`config.mk`:
```
export PLATFORM = sky130hd
export DESIGN_NAME = pgc_port_tone_ir
export DESIGN_NICKNAME = d
export VERILOG_FILES = /design/src/pgc_pkg.sv /design/src/pgc_port_tone_ir.sv
export SDC_FILE = /design/constraint.sdc
export NUM_CORES = 1
export LEC_CHECK = 0
export CAP_MARGIN = 30
export CORE_ASPECT_RATIO = 0.9
export CORE_MARGIN = 10
export CORE_UTILIZATION = 31
export DETAILED_ROUTE_END_ITERATION = 10
export DONT_BUFFER_PORTS = 1
export PLACE_DENSITY_LB_ADDON = 0.2
export SYNTH_ARGS = -nofsm -noshare
export SYNTH_HDL_FRONTEND = slang
export SYNTH_SLANG_ARGS = --single-unit
```
`constraint.sdc`:
```
create_clock -name i_ref_clk -period 2.6 [get_ports i_ref_clk]
set_input_delay 0.39 -clock i_ref_clk [delete_from_list [all_inputs] [get_ports i_ref_clk]]
set_output_delay 0.39 -clock i_ref_clk [all_outputs]
set_load 0.02 [all_outputs]
```
`src/pgc_pkg.sv`:
```
package pgc_pkg;

  // Register word indices; byte address is four times the index
  localparam logic [5:0] IDX_BUZZER_CTRL   = 6'h05;
  localparam logic [5:0] IDX_INFRARED_CTRL = 6'h06;
  localparam logic [5:0] IDX_PORT_DATA     = 6'h08;
  localparam logic [5:0] IDX_PORT_DIR      = 6'h09;
  localparam logic [5:0] IDX_PULL_HIGH     = 6'h0A;
  localparam logic [5:0] IDX_PULL_LOW      = 6'h0B;
  localparam logic [5:0] IDX_OPEN_DRAIN    = 6'h0C;
  localparam logic [5:0] IDX_LEVEL_CHG     = 6'h0D;
  localparam logic [5:0] IDX_IRQ_FLAG      = 6'h0E;
  localparam logic [5:0] IDX_IRQ_ENABLE    = 6'h0F;
  localparam logic [5:0] IDX_POWER_CTRL    = 6'h10;
  localparam logic [5:0] IDX_POWER_CTRL1   = 6'h11;

  // Field positions
  localparam int BIT_TONE_EN     = 7;
  localparam int BIT_CARRIER_EN  = 0;
  localparam int BIT_CARRIER_57K = 1;
  localparam int BIT_CARRIER_POL = 2;
  localparam int BIT_PORT_CHG    = 1;
  localparam int BIT_EXT_IRQ_SEL = 6;
  localparam int BIT_GLOBAL_IRQ  = 7;
  localparam int PIN_CARRIER     = 1;
  localparam int PIN_TONE        = 2;
  localparam int PIN_ALWAYS_OD   = 3;

  // Reset values
  localparam logic [3:0] RST_TONE_SEL = 4'hF;
  localparam logic [5:0] RST_PORT_DIR = 6'h3F;

  // Carrier dividers from the 4 MHz input
  localparam int HOSC_KHZ        = 4000;
  localparam int DIV_57K         = 64;
  localparam int DIV_38K         = 96;
  localparam logic [6:0] HALF_57K = 7'(DIV_57K / 2);
  localparam logic [6:0] HALF_38K = 7'(DIV_38K / 2);

  // AXI responses
  localparam logic [1:0] RESP_OKAY   = 2'h0;
  localparam logic [1:0] RESP_DECERR = 2'h3;

  typedef struct packed {
    logic [5:0] out;
    logic [5:0] oe;
    logic [5:0] pull_up;
    logic [5:0] pull_dn;
  } pgc_pad_s;

endpackage

```
`src/pgc_port_tone_ir.sv`:
```
// Implementation choice: the AXI4-Lite register port.
`timescale 1ns/1ps
`default_nettype none

// How it works
// RL1: Tone codes 0..7 give the prescaler output divided by 2 up to 256.
// RL2: Tone codes 8..15 follow timer bits 0..7; tone drives pin 2.
// RL3: Tone appears only while its write-only enable is set; reset disables it.
// RL4: Carrier appears on its pin only while its write-only enable is set.
// RL5: Frequency select set gives 57 kHz, clear gives 38 kHz; dividing 4 MHz by 64 or 96 gives 62.5 kHz and about 41.7 kHz instead.
// RL6: Polarity 0 sends carrier while pin data is 1; polarity 1 while 0.
// RL7: Carrier counts a 4 MHz input, dividing by 64 or 96.
// RL8: Carrier counter advances only while the high oscillator runs.
// RL9: Six pins, each read and written via port data, each with direction.
// RL10: Pull-high bits 5..0 act per pin while it is an input.
// RL11: Pull-low bits 7..4 serve pins 3..0; pins 5 and 4 have none.
// RL12: Output pins are open-drain when their open-drain bit is set.
// RL13: Pin 3 always drives open-drain as an output.
// RL14: Level-change select picks pins for change detection; others never set the flag.
// RL15: A change on a selected pin sets the port change flag.
// RL16: Interrupt needs flag, its enable and the global enable all set.
// RL17: External interrupt select routes pin 0 to the external interrupt.
// RL18: With external interrupt on, pin 0 leaves change detection.
// RL19: Enabled carrier is driven onto pin 1.
// RL20: Change flag stays set until software writes 0; new changes win.
module pgc_port_tone_ir #(
  parameter int ADDR_W = 8
) (
  input  wire logic              i_ref_clk,
  input  wire logic              i_rst_n,
  input  wire logic [ADDR_W-1:0] s_axi_awaddr,
  input  wire logic              s_axi_awvalid,
  output logic                   s_axi_awready,
  input  wire logic [31:0]       s_axi_wdata,
  input  wire logic [3:0]        s_axi_wstrb,
  input  wire logic              s_axi_wvalid,
  output logic                   s_axi_wready,
  output logic [1:0]             s_axi_bresp,
  output logic                   s_axi_bvalid,
  input  wire logic              s_axi_bready,
  input  wire logic [ADDR_W-1:0] s_axi_araddr,
  input  wire logic              s_axi_arvalid,
  output logic                   s_axi_arready,
  output logic [31:0]            s_axi_rdata,
  output logic [1:0]             s_axi_rresp,
  output logic                   s_axi_rvalid,
  input  wire logic              s_axi_rready,
  input  wire logic [5:0]        i_pin_in,
  output pgc_pkg::pgc_pad_s      o_pad,
  input  wire logic              i_prescaler_out,
  input  wire logic [7:0]        i_timer_val,
  input  wire logic              i_hosc_clk,
  input  wire logic              i_hosc_run,
  output logic                   o_ext_irq_in,
  output logic                   o_irq
);

  // Address decode needs byte address bits 7..2
  if (ADDR_W < 8) begin : g_bad_addr_w
    $error("ADDR_W must be at least 8");
  end

  // Word index of a byte address; used for both read and write decode
  function automatic logic [5:0] word_index(input logic [ADDR_W-1:0] addr);
    word_index = addr[7:2];
  endfunction

  function automatic logic index_mapped(input logic [5:0] idx);
    index_mapped = (idx == pgc_pkg::IDX_BUZZER_CTRL) || (idx == pgc_pkg::IDX_INFRARED_CTRL) ||
                   ((idx >= pgc_pkg::IDX_PORT_DATA) && (idx <= pgc_pkg::IDX_POWER_CTRL1));
  endfunction

  //////////////////////////////////////////////////////////////////////////////
  // Register state
  logic       tone_en_ff;
  logic [3:0] tone_sel_ff;
  logic       car_en_ff;
  logic       car_57k_ff;
  logic       car_pol_ff;
  logic [5:0] data_ff;
  logic [5:0] dir_ff;
  logic [5:0] pull_high_ff;
  logic [3:0] pull_low_ff;
  logic [5:0] open_drain_ff;
  logic [5:0] chg_sel_ff;
  logic       chg_flag_ff;
  logic       chg_ie_ff;
  logic       ext_sel_ff;
  logic       gie_ff;

  // AXI write and read side holding registers
  logic              aw_got_ff;
  logic              w_got_ff;
  logic [ADDR_W-1:0] aw_addr_ff;
  logic [31:0]       w_data_ff;
  logic              w_strb0_ff;
  logic              bvalid_ff;
  logic [1:0]        bresp_ff;
  logic              rvalid_ff;
  logic [1:0]        rresp_ff;
  logic [31:0]       rdata_ff;

  //////////////////////////////////////////////////////////////////////////////
  // Bus handshakes and decode
  wire       wr_fire = aw_got_ff && w_got_ff && !bvalid_ff;
  wire [5:0] wr_idx  = word_index(aw_addr_ff);
  wire       wr_en   = wr_fire && w_strb0_ff && index_mapped(wr_idx);
  wire [7:0] wbyte   = w_data_ff[7:0];
  wire       rd_fire = s_axi_arvalid && s_axi_arready;
  wire [5:0] rd_idx  = word_index(s_axi_araddr);

  assign s_axi_awready = !aw_got_ff;
  assign s_axi_wready  = !w_got_ff;
  assign s_axi_arready = !rvalid_ff;
  assign s_axi_bvalid  = bvalid_ff;
  assign s_axi_bresp   = bresp_ff;
  assign s_axi_rvalid  = rvalid_ff;
  assign s_axi_rresp   = rresp_ff;
  assign s_axi_rdata   = rdata_ff;

  // Write channel capture and response
  always_ff @(posedge i_ref_clk or negedge i_rst_n) begin
    if (!i_rst_n) begin
      aw_got_ff  <= 1'b0;
      w_got_ff   <= 1'b0;
      aw_addr_ff <= '0;
      w_data_ff  <= 32'h0000_0000;
      w_strb0_ff <= 1'b0;
      bvalid_ff  <= 1'b0;
      bresp_ff   <= pgc_pkg::RESP_OKAY;
    end else begin
      if (s_axi_awvalid && s_axi_awready) begin
        aw_got_ff  <= 1'b1;
        aw_addr_ff <= s_axi_awaddr;
      end else if (wr_fire) begin
        aw_got_ff  <= 1'b0;
      end
      if (s_axi_wvalid && s_axi_wready) begin
        w_got_ff   <= 1'b1;
        w_data_ff  <= s_axi_wdata;
        w_strb0_ff <= s_axi_wstrb[0];
      end else if (wr_fire) begin
        w_got_ff   <= 1'b0;
      end
      if (wr_fire) begin
        bvalid_ff <= 1'b1;
        bresp_ff  <= index_mapped(wr_idx) ? pgc_pkg::RESP_OKAY : pgc_pkg::RESP_DECERR;
      end else if (s_axi_bready) begin
        bvalid_ff <= 1'b0;
      end
    end
  end

  //////////////////////////////////////////////////////////////////////////////
  // Pin and clock synchronisers
  logic [5:0] pin_s1_ff;
  logic [5:0] pin_s2_ff;
  logic [5:0] pin_prev_ff;
  logic       hosc_s1_ff;
  logic       hosc_s2_ff;
  logic       hosc_prev_ff;
  logic       presc_prev_ff;

  always_ff @(posedge i_ref_clk or negedge i_rst_n) begin
    if (!i_rst_n) begin
      pin_s1_ff     <= 6'h00;
      pin_s2_ff     <= 6'h00;
      pin_prev_ff   <= 6'h00;
      hosc_s1_ff    <= 1'b0;
      hosc_s2_ff    <= 1'b0;
      hosc_prev_ff  <= 1'b0;
      presc_prev_ff <= 1'b0;
    end else begin
      pin_s1_ff     <= i_pin_in;
      pin_s2_ff     <= pin_s1_ff;
      pin_prev_ff   <= pin_s2_ff;
      hosc_s1_ff    <= i_hosc_clk;
      hosc_s2_ff    <= hosc_s1_ff;
      hosc_prev_ff  <= hosc_s2_ff;
      presc_prev_ff <= i_prescaler_out;
    end
  end

  //////////////////////////////////////////////////////////////////////////////
  // Read data mux; write-only registers read as zero
  wire [7:0] rd_byte =
    (rd_idx == pgc_pkg::IDX_PORT_DATA)   ? {2'h0, pin_s2_ff} :
    (rd_idx == pgc_pkg::IDX_PORT_DIR)    ? {2'h0, dir_ff} :
    (rd_idx == pgc_pkg::IDX_PULL_HIGH)   ? {2'h0, pull_high_ff} :
    (rd_idx == pgc_pkg::IDX_PULL_LOW)    ? {pull_low_ff, 4'h0} :
    (rd_idx == pgc_pkg::IDX_OPEN_DRAIN)  ? {2'h0, open_drain_ff} :
    (rd_idx == pgc_pkg::IDX_LEVEL_CHG)   ? {2'h0, chg_sel_ff} :
    (rd_idx == pgc_pkg::IDX_IRQ_FLAG)    ? {6'h00, chg_flag_ff, 1'b0} :
    (rd_idx == pgc_pkg::IDX_IRQ_ENABLE)  ? {6'h00, chg_ie_ff, 1'b0} :
    (rd_idx == pgc_pkg::IDX_POWER_CTRL)  ? {1'b0, ext_sel_ff, 6'h00} :
    (rd_idx == pgc_pkg::IDX_POWER_CTRL1) ? {gie_ff, 7'h00} : 8'h00;

  // Read channel, one cycle after the address is taken
  always_ff @(posedge i_ref_clk or negedge i_rst_n) begin
    if (!i_rst_n) begin
      rvalid_ff <= 1'b0;
      rresp_ff  <= pgc_pkg::RESP_OKAY;
      rdata_ff  <= 32'h0000_0000;
    end else if (rd_fire) begin
      rvalid_ff <= 1'b1;
      rresp_ff  <= index_mapped(rd_idx) ? pgc_pkg::RESP_OKAY : pgc_pkg::RESP_DECERR;
      rdata_ff  <= {24'h00_0000, rd_byte};
    end else if (s_axi_rready) begin
      rvalid_ff <= 1'b0;
    end
  end

  //////////////////////////////////////////////////////////////////////////////
  // Level change detection and port change flag
  wire [5:0] chg_mask = chg_sel_ff & {5'h1F, !ext_sel_ff};                          // RL14 RL18
  wire       chg_any  = |((pin_s2_ff ^ pin_prev_ff) & chg_mask);                    // RL15
  wire       flag_clr = wr_en && (wr_idx == pgc_pkg::IDX_IRQ_FLAG) && !wbyte[pgc_pkg::BIT_PORT_CHG];
  wire       nxt_chg_flag = chg_any || (chg_flag_ff && !flag_clr);                  // RL20

  assign o_irq        = chg_flag_ff && chg_ie_ff && gie_ff;                         // RL16
  assign o_ext_irq_in = ext_sel_ff && pin_s2_ff[0];                                 // RL17

  // Software register writes
  always_ff @(posedge i_ref_clk or negedge i_rst_n) begin
    if (!i_rst_n) begin
      tone_en_ff    <= 1'b0;
      tone_sel_ff   <= pgc_pkg::RST_TONE_SEL;
      car_en_ff     <= 1'b0;
      car_57k_ff    <= 1'b0;
      car_pol_ff    <= 1'b0;
      data_ff       <= 6'h00;
      dir_ff        <= pgc_pkg::RST_PORT_DIR;
      pull_high_ff  <= 6'h00;
      pull_low_ff   <= 4'h0;
      open_drain_ff <= 6'h00;
      chg_sel_ff    <= 6'h00;
      chg_ie_ff     <= 1'b0;
      ext_sel_ff    <= 1'b0;
      gie_ff        <= 1'b0;
      chg_flag_ff   <= 1'b0;
    end else begin
      chg_flag_ff <= nxt_chg_flag;
      if (wr_en) begin
        unique case (wr_idx)
          pgc_pkg::IDX_BUZZER_CTRL: begin
            tone_en_ff  <= wbyte[pgc_pkg::BIT_TONE_EN];
            tone_sel_ff <= wbyte[3:0];
          end
          pgc_pkg::IDX_INFRARED_CTRL: begin
            car_en_ff  <= wbyte[pgc_pkg::BIT_CARRIER_EN];
            car_57k_ff <= wbyte[pgc_pkg::BIT_CARRIER_57K];
            car_pol_ff <= wbyte[pgc_pkg::BIT_CARRIER_POL];
          end
          pgc_pkg::IDX_PORT_DATA:   data_ff       <= wbyte[5:0];                    // RL9
          pgc_pkg::IDX_PORT_DIR:    dir_ff        <= wbyte[5:0];                    // RL9
          pgc_pkg::IDX_PULL_HIGH:   pull_high_ff  <= wbyte[5:0];
          pgc_pkg::IDX_PULL_LOW:    pull_low_ff   <= wbyte[7:4];
          pgc_pkg::IDX_OPEN_DRAIN:  open_drain_ff <= wbyte[5:0];
          pgc_pkg::IDX_LEVEL_CHG:   chg_sel_ff    <= wbyte[5:0];
          pgc_pkg::IDX_IRQ_ENABLE:  chg_ie_ff     <= wbyte[pgc_pkg::BIT_PORT_CHG];
          pgc_pkg::IDX_POWER_CTRL:  ext_sel_ff    <= wbyte[pgc_pkg::BIT_EXT_IRQ_SEL];
          pgc_pkg::IDX_POWER_CTRL1: gie_ff        <= wbyte[pgc_pkg::BIT_GLOBAL_IRQ];
          default: begin
          end
        endcase
      end
    end
  end

  //////////////////////////////////////////////////////////////////////////////
  // Tone generator: prescaler edge counter or timer bit
  logic [7:0] presc_cnt_ff;
  wire        presc_rise = i_prescaler_out && !presc_prev_ff;
  wire        nxt_tone   = tone_sel_ff[3] ? i_timer_val[tone_sel_ff[2:0]]            // RL2
                                          : presc_cnt_ff[tone_sel_ff[2:0]];          // RL1

  always_ff @(posedge i_ref_clk or negedge i_rst_n) begin
    if (!i_rst_n) begin
      presc_cnt_ff <= 8'h00;
    end else if (presc_rise) begin
      presc_cnt_ff <= presc_cnt_ff + 8'h01;                                         // RL1
    end
  end

  //////////////////////////////////////////////////////////////////////////////
  // Carrier generator on rising edges of the synchronised 4 MHz input
  logic [6:0] car_cnt_ff;
  logic       carrier_ff;
  wire        hosc_rise = hosc_s2_ff && !hosc_prev_ff && i_hosc_run;                // RL8
  wire [6:0]  car_half  = car_57k_ff ? pgc_pkg::HALF_57K : pgc_pkg::HALF_38K;      // RL5
  wire        car_wrap  = hosc_rise && (car_cnt_ff >= car_half - 7'h01);           // RL7

  always_ff @(posedge i_ref_clk or negedge i_rst_n) begin
    if (!i_rst_n) begin
      car_cnt_ff <= 7'h00;
      carrier_ff <= 1'b0;
    end else if (!car_en_ff) begin
      car_cnt_ff <= 7'h00;
      carrier_ff <= 1'b0;
    end else if (car_wrap) begin
      car_cnt_ff <= 7'h00;
      carrier_ff <= !carrier_ff;                                                   // RL7
    end else if (hosc_rise) begin
      car_cnt_ff <= car_cnt_ff + 7'h01;
    end
  end

  //////////////////////////////////////////////////////////////////////////////
  // Pad drive: special functions, open-drain and pulls
  wire       car_gate = car_pol_ff ? !data_ff[pgc_pkg::PIN_CARRIER]
                                   : data_ff[pgc_pkg::PIN_CARRIER];                 // RL6
  wire [5:0] drive_val;
  assign drive_val[0]   = data_ff[0];
  assign drive_val[1]   = car_en_ff ? (carrier_ff && car_gate) : data_ff[1];       // RL4 RL19
  assign drive_val[2]   = tone_en_ff ? nxt_tone : data_ff[2];                      // RL3
  assign drive_val[5:3] = data_ff[5:3];
  wire [5:0] od_eff  = open_drain_ff | (6'h01 << pgc_pkg::PIN_ALWAYS_OD);          // RL12 RL13
  wire [5:0] is_out  = ~dir_ff;                                                     // RL9
  pgc_pkg::pgc_pad_s nxt_pad;
  assign nxt_pad.out     = drive_val;
  assign nxt_pad.oe      = is_out & (~od_eff | ~drive_val);                        // RL12
  assign nxt_pad.pull_up = pull_high_ff & dir_ff;                                  // RL10
  assign nxt_pad.pull_dn = {2'h0, pull_low_ff} & dir_ff;                           // RL11

  always_ff @(posedge i_ref_clk or negedge i_rst_n) begin
    if (!i_rst_n) begin
      o_pad <= '0;
    end else begin
      o_pad <= nxt_pad;
    end
  end
endmodule

`default_nettype wire

```
==> flow_summary_export.csv <==
group,metric,value,unit
setup_path,cp_slowest_cell,"or4b_4",
cells_and_area,fillers,1785,
run_status,violations,"hold timing",
synth,synth_cells,455,
sta,finalMaxSlewViolations,0,
drt,routed_wl,13140,µm
clock_tree,cts_hold_buffers,8,
sta,fin_crit_sh,0.8245,
place,detailed_place_hpwl,9584,µm
drt,post-route-drc-count,0,
run,maxCapViolations,0,
synth,synth_edf_count,0,
power,finalPower,7.516,mW
clock_tree,clock_tree.root_cell,"clkbuf_16",
floorplanning,io_pins,143,
setup_path,end_kind,"flop",
synth,synth_area_leaders,"dfrtp_1, mux2_2, dfstp_2",
setup_path,slowest_delay,550,ps
global_routing,antenna_found_initial,2,
run_status,outcome,"complete, but fails checks",
sta,fin_worst_skew,7.772,ps
floorplanning,core,18410,µm²
drt,dr.pass1.iters,5,
drt,dr.first_iter.drc_count,226,
floorplanning,dieArea,24690,µm²
synth,synthTopCellsByCount,"dfrtp_1, mux2_2, buf_4, nand2_1, nor2_1",
setup_path,crit_family,"simple AND/OR/NAND/NOR gates",
global_routing,grt-ovfl-total,0,
power,power_leakage,3.053,nW
sta,period_needed,2144,ps
clock_tree,cts_max_path_buffers,2,
floorplanning,start_util,0.3166,
clock_tree,post_cts_buffers,0,
clock_tree,cts_num_sinks,135,
synth,synthFlopType,"dfrtp_1",
sta,setup_viol,0,
clock_tree,clkLatencyLatePin,420,ps
setup_path,cp.arrival,2440,ps
setup_path,crit_path_start_kind,"flop",
place,place.gp.congestion,0.8006,
drt,vias,3458,
setup_path,crit_type,"flop to flop",
power,vdd_drop_max,482.1,µV
floorplanning,die-width,164.5,µm
clock_tree,cts_made_buffers,17,
synth,netlist.area_leader.share,0.5367,
floorplanning,die_y,150.1,µm
sta,slew_headroom,0.6400,
min_path,hold_path.class,"primary input to async pin",
synth,async_reset_ff_frac,1.000,
sta,rsz0062_at_grt,"no",
sta,worstMarginPinSlew,537.7,ps
sta,hold_ws,-329.8,ps
power,power_density,1114,nW/µm²
sta,setup_ws,456.4,ps
synth,ys_ff_latch,135,
setup_path,cp.required,2900,ps
clock_tree,cts_tree,"built",
global_routing,grt_pass1_wl,20870,µm
clock_tree,clk_pin_slew,60,ps
sta,timing.setup.tns,0,ps
clock_tree,cts_resized,0,
place,pre_cts_ws,459.7,ps
synth,synth_area,5828,µm²
place,io_buffers,0,
setup_path,crit_chain,"nand3b_4 -> or4b_4 -> nand4bb_1 -> nor3_1 -> mux2_2",
drt,ant_nets,0,
drt,via_per_inst,4.731,
sta,finalHoldViolCount,135,
synth,synthDistinctLibCells,58,
synth,yosysSeqAreaShare,0.5818,
global_routing,grt_start_max_net_pins,136,
global_routing,grt_pass1_vias,3641,
global_routing,grt_use_total,0.1100,
setup_path,critPathBufInv,0,
setup_path,worstPathMaxFanout,7,
cells_and_area,fin_nets,553,
synth,synth_top_area_cell,"dfrtp_1",
floorplanning,placementRows,47,
clock_tree,htreeDepth,4,
cells_and_area,area_delta_synth_final,15.80,%
synth,ys_warn_count,0,
drt,wl_per_cell,17.98,µm
cells_and_area,drive_gt1_frac,0.2495,
synth,synth.avg_cell_area,12.81,µm²
sta,fmax,466.5,MHz
synth,synth.most_common_cell,"dfrtp_1",
sequential cells by signal (all words and copies together) (netlist names), 7 cells and up:
name,flops
s_axi_rdata,8
w_data_ff,8
o_pad,22
presc_cnt_ff,8
car_cnt_ff,7
stage by stage:
step | hold WS [ps] | instances | cell area, µm² | util
floorplan | 94.41 | 480 | 5922 | -
global placement | 100.0 | 691 | 6001 | 0.3260
detailed placement | 102.4 | 691 | 6001 | 0.3260
CTS | -354.2 | 730 | 6746 | 0.3665
global route | -357.9 | 730 | 6746 | 0.3665
finish | -329.8 | 731 | 6749 | 0.3667
final timing paths:
kind / startpoint / slack [ps] / end / cells after the start
setup / recovery: s_axi_bvalid / 460 / ext_sel_ff / 5
hold / removal: i_rst_n / -330 / s_axi_rdata[0] / 0
setup reg to reg: s_axi_bvalid / 460 / ext_sel_ff / 5
hold reg to reg: pin_s1_ff[2] / 350 / pin_s2_ff[2] / 0
max in group asynchronous: i_rst_n / 2700 / tone_sel_ff[0] / 0
min in group i_ref_clk: s_axi_rready / 60 / s_axi_rvalid / 1
power by group:
group / internal [mW] / switching, mW
clock network: 1.82 / 0.881
logic: 0.674 / 0.466
registers: 2.78 / 0.901
total: 5.27 / 2.25
cells by family (layout without fill, tap and decap cells):
kind of cell,after synthesis,count (layout),synth area share
compound gates,63,63,0.07493
xor+xnor,14,14,0.02104
fa+ha+maj,4,4,0.008588
buf+inv,51,56,0.05324
flops,135,135,0.5818
mux,74,74,0.1453
other cells,1,27,0.0006434
simple gates,113,113,0.1144
routing by layer:
layer  global-route usage  wire length [µm]  up-vias
li1                     -                 -     1606
met2               0.1685              6238       94
met3              0.03955              1003       14
met4              0.04115               149        2
met1               0.1394              5735     1742
met5                    0                14        -
worst register-to-register path: cells and delay by family (launching register included):
family           cells  cell delay (ps)
AND/OR/NAND/NOR      4             1210
multiplexers         1              360
flip-flops           1              470
cell usage in the layout, fill, tap and decap left out, drive strengths merged, types with 7 or more instances in the layout:
cell type,count
and3,7
mux2i,10
inv,13
mux2,62
nand2,22
nor2b,10
xor2,10
dfstp,10
and2,11
dlygate4sd3,8
a21oi,12
conb,26
dfrtp,125
o21ai,13
nand3,11
nor2,21
clkbuf,19
area by class of cell:
cell class	count	area, µm²	share of cell area
Sequential cell	135	3391	0.5024
Multi-Input combinational cell	294	2221	0.3291
Clock buffer	19	442.9	0.06563
Tap cell	245	306.5	0.04542
Clock inverter	12	222.7	0.03300
Timing Repair Buffer	13	117.6	0.01743
Inverter	12	45.04	0.006674
Antenna cell	1	2.502	0.0003708
Power figures use the tool's default switching activity.
